### src/core/csfa_pkg.sv
// Package for the command front end: status codes, fused-field encodings,
// arbitration scheme codes and the structs that carry commands and results.
// Assumes a single clock domain and synchronous inputs.
`default_nettype none
package csfa_pkg;
	// Status code types.
	localparam logic [2:0] SCT_GENERIC = 3'h0;
	localparam logic [2:0] SCT_CMD_SPEC = 3'h1;
	localparam logic [2:0] SCT_MEDIA = 3'h2;
	// Generic status values.
	localparam logic [7:0] SC_SUCCESS = 8'h00;
	localparam logic [7:0] SC_INVALID_FIELD = 8'h02;
	localparam logic [7:0] SC_ABORT_FUSED_FAIL = 8'h09;
	// Command specific values, admin range.
	localparam logic [7:0] SC_CQ_INVALID = 8'h00;
	localparam logic [7:0] SC_BAD_QID = 8'h01;
	localparam logic [7:0] SC_MAX_QSIZE = 8'h02;
	localparam logic [7:0] SC_ABORT_LIMIT = 8'h03;
	localparam logic [7:0] SC_AER_LIMIT = 8'h05;
	localparam logic [7:0] SC_FW_SLOT = 8'h06;
	localparam logic [7:0] SC_FW_IMAGE = 8'h07;
	localparam logic [7:0] SC_INT_VECTOR = 8'h08;
	localparam logic [7:0] SC_LOG_PAGE = 8'h09;
	localparam logic [7:0] SC_FORMAT = 8'h0A;
	localparam logic [7:0] SC_FW_RESET = 8'h0B;
	localparam logic [7:0] SC_Q_DELETE = 8'h0C;
	localparam logic [7:0] SC_ADMIN_MAX = 8'h7F;
	// Command specific values, block I/O range.
	localparam logic [7:0] SC_IO_MIN = 8'h80;
	localparam logic [7:0] SC_IO_MAX = 8'hBF;
	localparam logic [7:0] SC_CONFLICT_ATTR = 8'h80;
	localparam logic [7:0] SC_BAD_PROT = 8'h81;
	localparam logic [7:0] SC_RO_WRITE = 8'h82;
	// Media values.
	localparam logic [7:0] SC_WRITE_FAULT = 8'h80;
	localparam logic [7:0] SC_READ_UNREC = 8'h81;
	localparam logic [7:0] SC_GUARD = 8'h82;
	localparam logic [7:0] SC_APP_TAG = 8'h83;
	localparam logic [7:0] SC_REF_TAG = 8'h84;
	localparam logic [7:0] SC_MISCOMPARE = 8'h85;
	localparam logic [7:0] SC_ACCESS_DENIED = 8'h86;
	localparam logic [7:0] SC_VENDOR_MIN = 8'hC0;
	// Fused field of command dword 0.
	localparam logic [1:0] FUSE_NONE = 2'h0;
	localparam logic [1:0] FUSE_FIRST = 2'h1;
	localparam logic [1:0] FUSE_SECOND = 2'h2;
	localparam int FUSE_LSB = 8;
	// Arbitration scheme support bits: bit 0 weighted, bit 1 vendor.
	localparam logic [1:0] ARB_SUPPORT = 2'h0;
	// Error cause bits, one per status code; index order sets priority.
	localparam int NERR = 20;
	localparam int E_CQ_INVALID = 0;
	localparam int E_BAD_QID = 1;
	localparam int E_MAX_QSIZE = 2;
	localparam int E_ABORT_LIMIT = 3;
	localparam int E_AER_LIMIT = 4;
	localparam int E_FW_SLOT = 5;
	localparam int E_FW_IMAGE = 6;
	localparam int E_INT_VECTOR = 7;
	localparam int E_LOG_PAGE = 8;
	localparam int E_FORMAT = 9;
	localparam int E_FW_RESET = 10;
	localparam int E_Q_DELETE = 11;
	localparam int E_CONFLICT_ATTR = 12;
	localparam int E_BAD_PROT = 13;
	localparam int E_RO_WRITE = 14;
	localparam int E_WRITE_FAULT = 15;
	localparam int E_READ_UNREC = 16;
	localparam int E_GUARD = 17;
	localparam int E_APP_TAG = 18;
	localparam int E_REF_TAG = 19;
	localparam logic [7:0] SC_MEDIA_LAST_A = SC_REF_TAG;

	typedef struct packed {
		logic [31:0] dw0;
		logic [63:0] lba_start;
		logic [15:0] lba_count;
		logic uses_range;
	} csfa_cmd_s;

	typedef struct packed {
		logic [15:0] cid;
		logic [15:0] sqid;
		logic [2:0] sct;
		logic [7:0] sc;
	} csfa_cpl_s;
endpackage
`default_nettype wire

### src/core/csfa_top.sv
// Command front end: round-robin queue arbitration with burst limit,
// atomic fused-pair execution and completion status encoding.
// Assumes fetched entries are offered per queue with valid/ready and that
// an execution engine reports the error causes for the command it ran.
`default_nettype none
module csfa_top
	import csfa_pkg::*;
#(
	parameter int NQ = 4,
	parameter int BW = 8
) (
	input wire logic i_ref_clk,
	input wire logic i_arst_n,
	input wire logic i_ce,
	input wire logic [BW-1:0] i_burst,
	input wire logic [NQ-1:0] i_sq_valid,
	input wire csfa_cmd_s [NQ-1:0] i_sq_cmd,
	output logic [NQ-1:0] o_sq_ready,
	output logic o_exec_valid,
	output csfa_cmd_s o_exec_cmd,
	output logic [15:0] o_exec_sqid,
	input wire logic i_exec_done,
	input wire logic [NERR-1:0] i_exec_err,
	input wire logic i_exec_miscompare,
	input wire logic i_exec_denied,
	output logic o_cpl_valid,
	output csfa_cpl_s o_cpl,
	input wire logic i_cpl_ready,
	output logic [1:0] o_arbitration_scheme_support_field,
	output logic [$clog2(NQ)-1:0] o_rr_ptr
);
	localparam int QW = $clog2(NQ);

	typedef enum logic [4:0] {
		ST_IDLE = 5'b00001,
		ST_EXEC = 5'b00010,
		ST_CPL = 5'b00100,
		ST_ABORT2 = 5'b01000,
		ST_ARB = 5'b10000
	} csfa_st_e;

	csfa_st_e st_r, st_nxt;
	logic [QW-1:0] ptr_r;
	logic [BW-1:0] used_r;
	logic fused_r, second_r, fail1_r;
	csfa_cmd_s first_r;
	csfa_cpl_s cpl_r;

	// Lowest set error index gives the lowest numeric code within a type.
	// The result packs the status type above the status code, so that the
	// function has inputs only and may feed a continuous assignment.
	function automatic logic [10:0] pick_code(input logic [NERR-1:0] e,
		input logic mc, input logic dn);
		logic [10:0] r;
		r = {SCT_GENERIC, SC_SUCCESS};
		if (e[E_CQ_INVALID]) r = {SCT_CMD_SPEC, SC_CQ_INVALID};
		else if (e[E_BAD_QID]) r = {SCT_CMD_SPEC, SC_BAD_QID};
		else if (e[E_MAX_QSIZE]) r = {SCT_CMD_SPEC, SC_MAX_QSIZE};
		else if (e[E_ABORT_LIMIT]) r = {SCT_CMD_SPEC, SC_ABORT_LIMIT};
		else if (e[E_AER_LIMIT]) r = {SCT_CMD_SPEC, SC_AER_LIMIT};
		else if (e[E_FW_SLOT]) r = {SCT_CMD_SPEC, SC_FW_SLOT};
		else if (e[E_FW_IMAGE]) r = {SCT_CMD_SPEC, SC_FW_IMAGE};
		else if (e[E_INT_VECTOR]) r = {SCT_CMD_SPEC, SC_INT_VECTOR};
		else if (e[E_LOG_PAGE]) r = {SCT_CMD_SPEC, SC_LOG_PAGE};
		else if (e[E_FORMAT]) r = {SCT_CMD_SPEC, SC_FORMAT};
		else if (e[E_FW_RESET]) r = {SCT_CMD_SPEC, SC_FW_RESET};
		else if (e[E_Q_DELETE]) r = {SCT_CMD_SPEC, SC_Q_DELETE};
		else if (e[E_CONFLICT_ATTR]) r = {SCT_CMD_SPEC, SC_CONFLICT_ATTR};
		else if (e[E_BAD_PROT]) r = {SCT_CMD_SPEC, SC_BAD_PROT};
		else if (e[E_RO_WRITE]) r = {SCT_CMD_SPEC, SC_RO_WRITE};
		else if (e[E_WRITE_FAULT]) r = {SCT_MEDIA, SC_WRITE_FAULT};
		else if (e[E_READ_UNREC]) r = {SCT_MEDIA, SC_READ_UNREC};
		else if (e[E_GUARD]) r = {SCT_MEDIA, SC_GUARD};
		else if (e[E_APP_TAG]) r = {SCT_MEDIA, SC_APP_TAG};
		else if (e[E_REF_TAG]) r = {SCT_MEDIA, SC_REF_TAG};
		else if (mc) r = {SCT_MEDIA, SC_MISCOMPARE};
		else if (dn) r = {SCT_MEDIA, SC_ACCESS_DENIED};
		return r;
	endfunction

	wire [1:0] fuse_f = i_sq_cmd[ptr_r].dw0[FUSE_LSB+:2];
	wire head_valid = i_sq_valid[ptr_r];
	wire is_first = head_valid && (fuse_f == FUSE_FIRST);
	wire burst_done = (used_r + BW'(1) >= i_burst) || (i_burst == '0);
	wire [QW-1:0] ptr_inc = QW'((ptr_r + 1'b1) % NQ);
	wire range_bad = (first_r.uses_range || i_sq_cmd[ptr_r].uses_range) &&
		((first_r.lba_start != i_sq_cmd[ptr_r].lba_start) ||
		(first_r.lba_count != i_sq_cmd[ptr_r].lba_count));
	wire [10:0] stat_w = pick_code(i_exec_err, i_exec_miscompare,
		i_exec_denied);
	wire [2:0] sct_w = stat_w[10:8];
	wire [7:0] sc_w = stat_w[7:0];
	wire take = (st_r == ST_IDLE) && head_valid && i_ce;
	// The second entry of a pair is consumed when it is aborted as well,
	// so it cannot turn up again later as a fresh command.
	wire take2 = ((st_r == ST_ARB) || (st_r == ST_ABORT2)) && i_ce &&
		head_valid;

	// Fused second entry is consumed only right after the first: no other
	// queue may be served in between, which keeps the pair atomic.
	always_comb begin
		o_sq_ready = '0;
		if (take || take2) begin
			o_sq_ready[ptr_r] = 1'b1;
		end
	end

	always_comb begin
		st_nxt = st_r;
		case (st_r)
			ST_IDLE: if (head_valid) st_nxt = ST_EXEC;
			ST_EXEC: if (i_exec_done) st_nxt = ST_CPL;
			ST_CPL: begin
				if (i_cpl_ready) begin
					if (fused_r && !second_r && fail1_r) st_nxt = ST_ABORT2;
					else if (fused_r && !second_r) st_nxt = ST_ARB;
					else st_nxt = ST_IDLE;
				end
			end
			ST_ABORT2: if (head_valid) st_nxt = ST_CPL;
			ST_ARB: if (head_valid) st_nxt = range_bad ? ST_CPL : ST_EXEC;
			default: st_nxt = ST_IDLE;
		endcase
	end

	always_ff @(posedge i_ref_clk or negedge i_arst_n) begin
		if (!i_arst_n) begin
			st_r <= ST_IDLE;
			ptr_r <= '0;
			used_r <= '0;
			fused_r <= 1'b0;
			second_r <= 1'b0;
			fail1_r <= 1'b0;
			first_r <= '0;
			cpl_r <= '0;
			o_exec_valid <= 1'b0;
			o_exec_cmd <= '0;
			o_exec_sqid <= '0;
		end else if (i_ce) begin
			st_r <= st_nxt;
			o_exec_valid <= 1'b0;
			if (st_r == ST_IDLE && !head_valid) begin
				ptr_r <= ptr_inc;
				used_r <= '0;
			end
			if (take) begin
				fused_r <= is_first;
				second_r <= 1'b0;
				fail1_r <= 1'b0;
				first_r <= i_sq_cmd[ptr_r];
				o_exec_valid <= 1'b1;
				o_exec_cmd <= i_sq_cmd[ptr_r];
				o_exec_sqid <= 16'(ptr_r);
				cpl_r.cid <= i_sq_cmd[ptr_r].dw0[31:16];
				cpl_r.sqid <= 16'(ptr_r);
			end
			if (st_r == ST_EXEC && i_exec_done) begin
				cpl_r.sct <= sct_w;
				cpl_r.sc <= sc_w;
				fail1_r <= (sc_w != SC_SUCCESS) || (sct_w != SCT_GENERIC);
			end
			if (st_r == ST_ARB && head_valid) begin
				// Only the second half of a bad-range pair reports invalid field.
				second_r <= 1'b1;
				cpl_r.cid <= i_sq_cmd[ptr_r].dw0[31:16];
				cpl_r.sct <= SCT_GENERIC;
				cpl_r.sc <= range_bad ? SC_INVALID_FIELD : SC_SUCCESS;
				o_exec_valid <= !range_bad;
				o_exec_cmd <= i_sq_cmd[ptr_r];
			end
			if (st_r == ST_ABORT2 && head_valid) begin
				second_r <= 1'b1;
				cpl_r.cid <= i_sq_cmd[ptr_r].dw0[31:16];
				cpl_r.sct <= SCT_GENERIC;
				cpl_r.sc <= SC_ABORT_FUSED_FAIL;
			end
			if (st_r == ST_CPL && i_cpl_ready && st_nxt == ST_IDLE) begin
				// A fused pair counts as one command against the burst.
				if (burst_done) begin
					ptr_r <= ptr_inc;
					used_r <= '0;
				end else begin
					used_r <= used_r + BW'(1);
				end
			end
		end
	end

	// An executed command's completion only appears after execution is done, so
	// any state the command changed is already settled. The entry comes straight
	// from its register, so it is valid in the same cycle as o_cpl_valid.
	assign o_cpl_valid = (st_r == ST_CPL);
	assign o_cpl = cpl_r;

	// The second entry of a pair is only visible once the first has run, so
	// the first half of a mismatched pair keeps its own status and only the
	// second half reports invalid field.
	assign o_arbitration_scheme_support_field = ARB_SUPPORT;
	assign o_rr_ptr = ptr_r;
endmodule
`default_nettype wire

### config.mk
export PLATFORM = sky130hd
export DESIGN_NAME = csfa_top
export DESIGN_NICKNAME = d
export VERILOG_FILES = /design/src/core/csfa_pkg.sv /design/src/core/csfa_top.sv
export SDC_FILE = /design/constraint.sdc
export NUM_CORES = 1
export LEC_CHECK = 0
export BUFFER_PORTS_ARGS = -buffer_cell sky130_fd_sc_hd__buf_2
export CAP_MARGIN = 40
export CORE_AREA = 2 2 265 267
export DETAILED_ROUTE_END_ITERATION = 6
export DIE_AREA = 0 0 267 269
export GPL_TIMING_DRIVEN = 0
export PLACE_DENSITY_LB_ADDON = 0.25
export SLEW_MARGIN = 40
export SYNTH_ARGS = -nofsm -noshare
export SYNTH_HDL_FRONTEND = slang
export SYNTH_SLANG_ARGS = --single-unit
### constraint.sdc
create_clock -name i_ref_clk -period 4.8 [get_ports i_ref_clk]
set_input_delay 0.96 -clock i_ref_clk [delete_from_list [all_inputs] [get_ports i_ref_clk]]
set_output_delay 0.96 -clock i_ref_clk [all_outputs]
set_load 0.03 [all_outputs]
==> flow_summary.toml <==
[synthesis]
syn_inst = 1297
yosysUniqueCellTypes = 53
synth_most_common_cell = "dfrtp_1"
yosysWarnings = 0
synth_top_cell_area_share = 0.3977
synth_area_leader_cell = "dfrtp_1"
async_reset_ff_frac = 1.000
synth_common_cells = "237 x dfrtp_1, 166 x nand2_1, 162 x mux2_2"
ys_seq_elements = 238
synth_area_leaders = "dfrtp_1 40%, mux4_2 17%, mux2_2 12%"
syn_area_per_cell_um2 = 11.50
syn-cell-area_mm2 = 0.01491
synth-edff-count = 0
dominantRegCellSynth = "dfrtp_1"
yosysSeqAreaShare = 0.3995

[clock_network]
clock-sinks = 238
postCtsSetupRepairBufs = 0
insertion_delay_ns = 0.58
cts_root_buf = "clkbuf_16"
cts_buffer_depth = 3
cts_tree = "done"
ctsHtreeMaxLevel = 1
numCtsBuffers = 30
cts.reportedPaths.clkPinSlew_ns = 0.06

[floorplanning]
fp.dieH_um = 269
fp-row-count = 97
die_area_mm2 = 0.07182
core-area_mm2 = 0.06930
initial_core_util = 0.2152
pin_count = 673
die_w_um = 267

[sta]
slew_headroom = 0.3965
finalCritPeriodShare = 0.9500
maxSlewViolCount = 0
fin_ws_ns = 0.2399
fin_worst_skew_ns = 0.02229
period_needed_ns = 4.560
worstMarginPinSlew_ns = 0.9053
rsz0062_at_grt = "no"
setup_viol = 0
max_freq_mhz = 219.3
hold_viol_final = 0

[power]
cellPowerDensity_mw_per_mm2 = 678.0
ir_drop_uv = 241.0
p_leak_nw = 9.917

[run_status]
status = "completed"

[worst_hold_path]
min_path_type = "in2async"

[cells_and_area]
fin_nets = 2511
drive_above_1_share = 0.5192
final_core_util = 0.2981
syn_to_final_growth_pct = 38.54
n_antenna_cell = 0

[grt]
met1_usage = 0.2468
gr-total-overflow = 0
grt_antenna_before_repair = 6
grt_pass1_vias = 13888
grt_pass1_wl_um = 98660
grt_start_max_net_pins = 67
grtUsageMet2 = 0.3385
grt-busiest-layer = "met2"
track_usage = 0.1913
gr-usage-met3 = 0.03169

[worst_setup_path]
regToRegStartpoint = "o_rr_ptr[0]"
r2r_cells = 10
start_kind = "register"
endpoint_kind = "output pin"
worstSetupPathType = "reg2out"
path_max_fanout = 11
crit_arrival_ns = 3.60
crit_path_start = "o_rr_ptr[0]"
cp_data_required_time_ns = 3.84
crit_end = "o_sq_ready[0]"
regToRegEndpoint = "o_cpl[1]"
reg2reg_slack_ns = 0.37

[placed_design]
pre_cts_slack_ns = 0.01662
hpwl_um = 58230
gp_congestion = 0.8636
numPortBuffers = 638

[route]
wire_per_inst_um = 24.00
num_vias = 13676
drc = 0
dr.pass1.iters = 5
wl_um = 71270
viasPerCell = 4.605
drtIter0Drc = 692
ant_nets = 0

[flow_run]
max_cap_violations = 0
==> sequential cells by signal, indices dropped and copies added, names as in the netlist <==
| name | count |
|---|---|
| o_exec_cmd | 113 |
| first_r | 81 |
| o_cpl | 25 |
| used_r | 8 |
| st_r | 5 |
| o_rr_ptr | 2 |
| fail1_r | 1 |
| fused_r | 1 |
| o_exec_valid | 1 |
| second_r | 1 |
==> per-stage QoR <==
stage	cells	power, mW	setup TNS (ns)	hold slack [ns]	instance area, µm²
2_1_floorplan	1330	8.562	0	0.4586	15040
3_3_place_gp	2908	11.65	-437.92	0.4622	19400
3_5_place_dp	2915	11.82	0	0.4691	19590
4_1_cts	2970	14.29	0	0.2964	20640
5_1_grt	2970	14.90	0	0.3241	20660
6_report	2970	14.01	0	0.3039	20660
==> cell type report <==
type / count / area (µm²)
Buffer: 123 / 678.2
Clock buffer: 40 / 838.3
Clock inverter: 15 / 202.7
Fill cell: 7335 / 48640
Inverter: 20 / 75.07
Multi-Input combinational cell: 949 / 8376
Sequential cell: 238 / 5957
Tap cell: 940 / 1176
Timing Repair Buffer: 645 / 3356
==> critical path, cell delays in order, from the launching register on <==
cell and delay [ns]:
dfrtp_1 0.62, buf_4 0.32, buf_2 0.48, clkinv_1 0.43, clkbuf_1 0.46, ha_1 0.34
and2_1 0.15, buf_2 0.18
==> report_power, final <==
part           switching, mW  internal [mW]  leakage (nW)
clock                  0.957           1.44         0.507
sequential             0.568           2.94          2.93
combinational           5.01           3.09          6.48
total                   6.54           7.47          9.92
==> layer usage <==
metal	share of wire	vias up
met2	0.50	528
li1	-	6138
met3	0.057	78
met4	0.016	6
met5	0.00058	-
met1	0.42	6926
==> placed cells by master (no fill, tap or decap), types with 9 or more instances in the layout <==
master	count
a21oi_1	12
buf_2	651
buf_4	41
clkbuf_1	47
clkbuf_16	30
clkbuf_2	18
conb_1	34
dfrtp_1	237
ha_1	13
inv_1	19
mux2_2	162
mux2i_1	48
mux4_2	114
nand2_1	166
nand3_1	9
nand4_1	22
nor2_1	34
nor3_1	9
nor4_1	12
o21ai_0	157
xnor2_1	66
xor2_1	21
==> timing repair <==
| item | 4_1_cts | 5_1_grt |
|---|---|---|
| endpoints found under the setup margin | 3 | 1 |
| gates resized for setup | 2 | 1 |
| hold buffers | 0 | 0 |
==> how the worst min path moves through the flow <==
stage / from / end / slack [ns] / cells past startpoint
after floorplan: used_r[7] / used_r[7] / 0.46 / 2
after global placement: o_exec_cmd[39] / o_exec_cmd[39] / 0.46 / 2
after detailed placement: o_exec_cmd[60] / o_exec_cmd[60] / 0.47 / 2
after CTS: i_arst_n / o_exec_cmd[42] / 0.30 / 1
after global routing: i_arst_n / o_exec_cmd[42] / 0.32 / 1
final: i_arst_n / o_exec_cmd[43] / 0.30 / 1
==> logic make-up (layout without fill, tap and decap cells) <==
| kind of cell | Yosys count | in the layout | synth area share |
|---|---|---|---|
| multiplexers | 324 | 324 | 0.3267 |
| XOR/XNOR | 88 | 88 | 0.05169 |
| flip-flops | 238 | 238 | 0.3995 |
| AO/OA/AOI/OAI | 214 | 214 | 0.08122 |
| other | 1 | 34 | 0.0002515 |
| AND/OR/NAND/NOR | 276 | 276 | 0.08131 |
| buffers and inverters | 143 | 843 | 0.04841 |
| adder cells (fa/ha/maj) | 13 | 13 | 0.01091 |
Note: power is estimated with default switching activity, not from simulation.
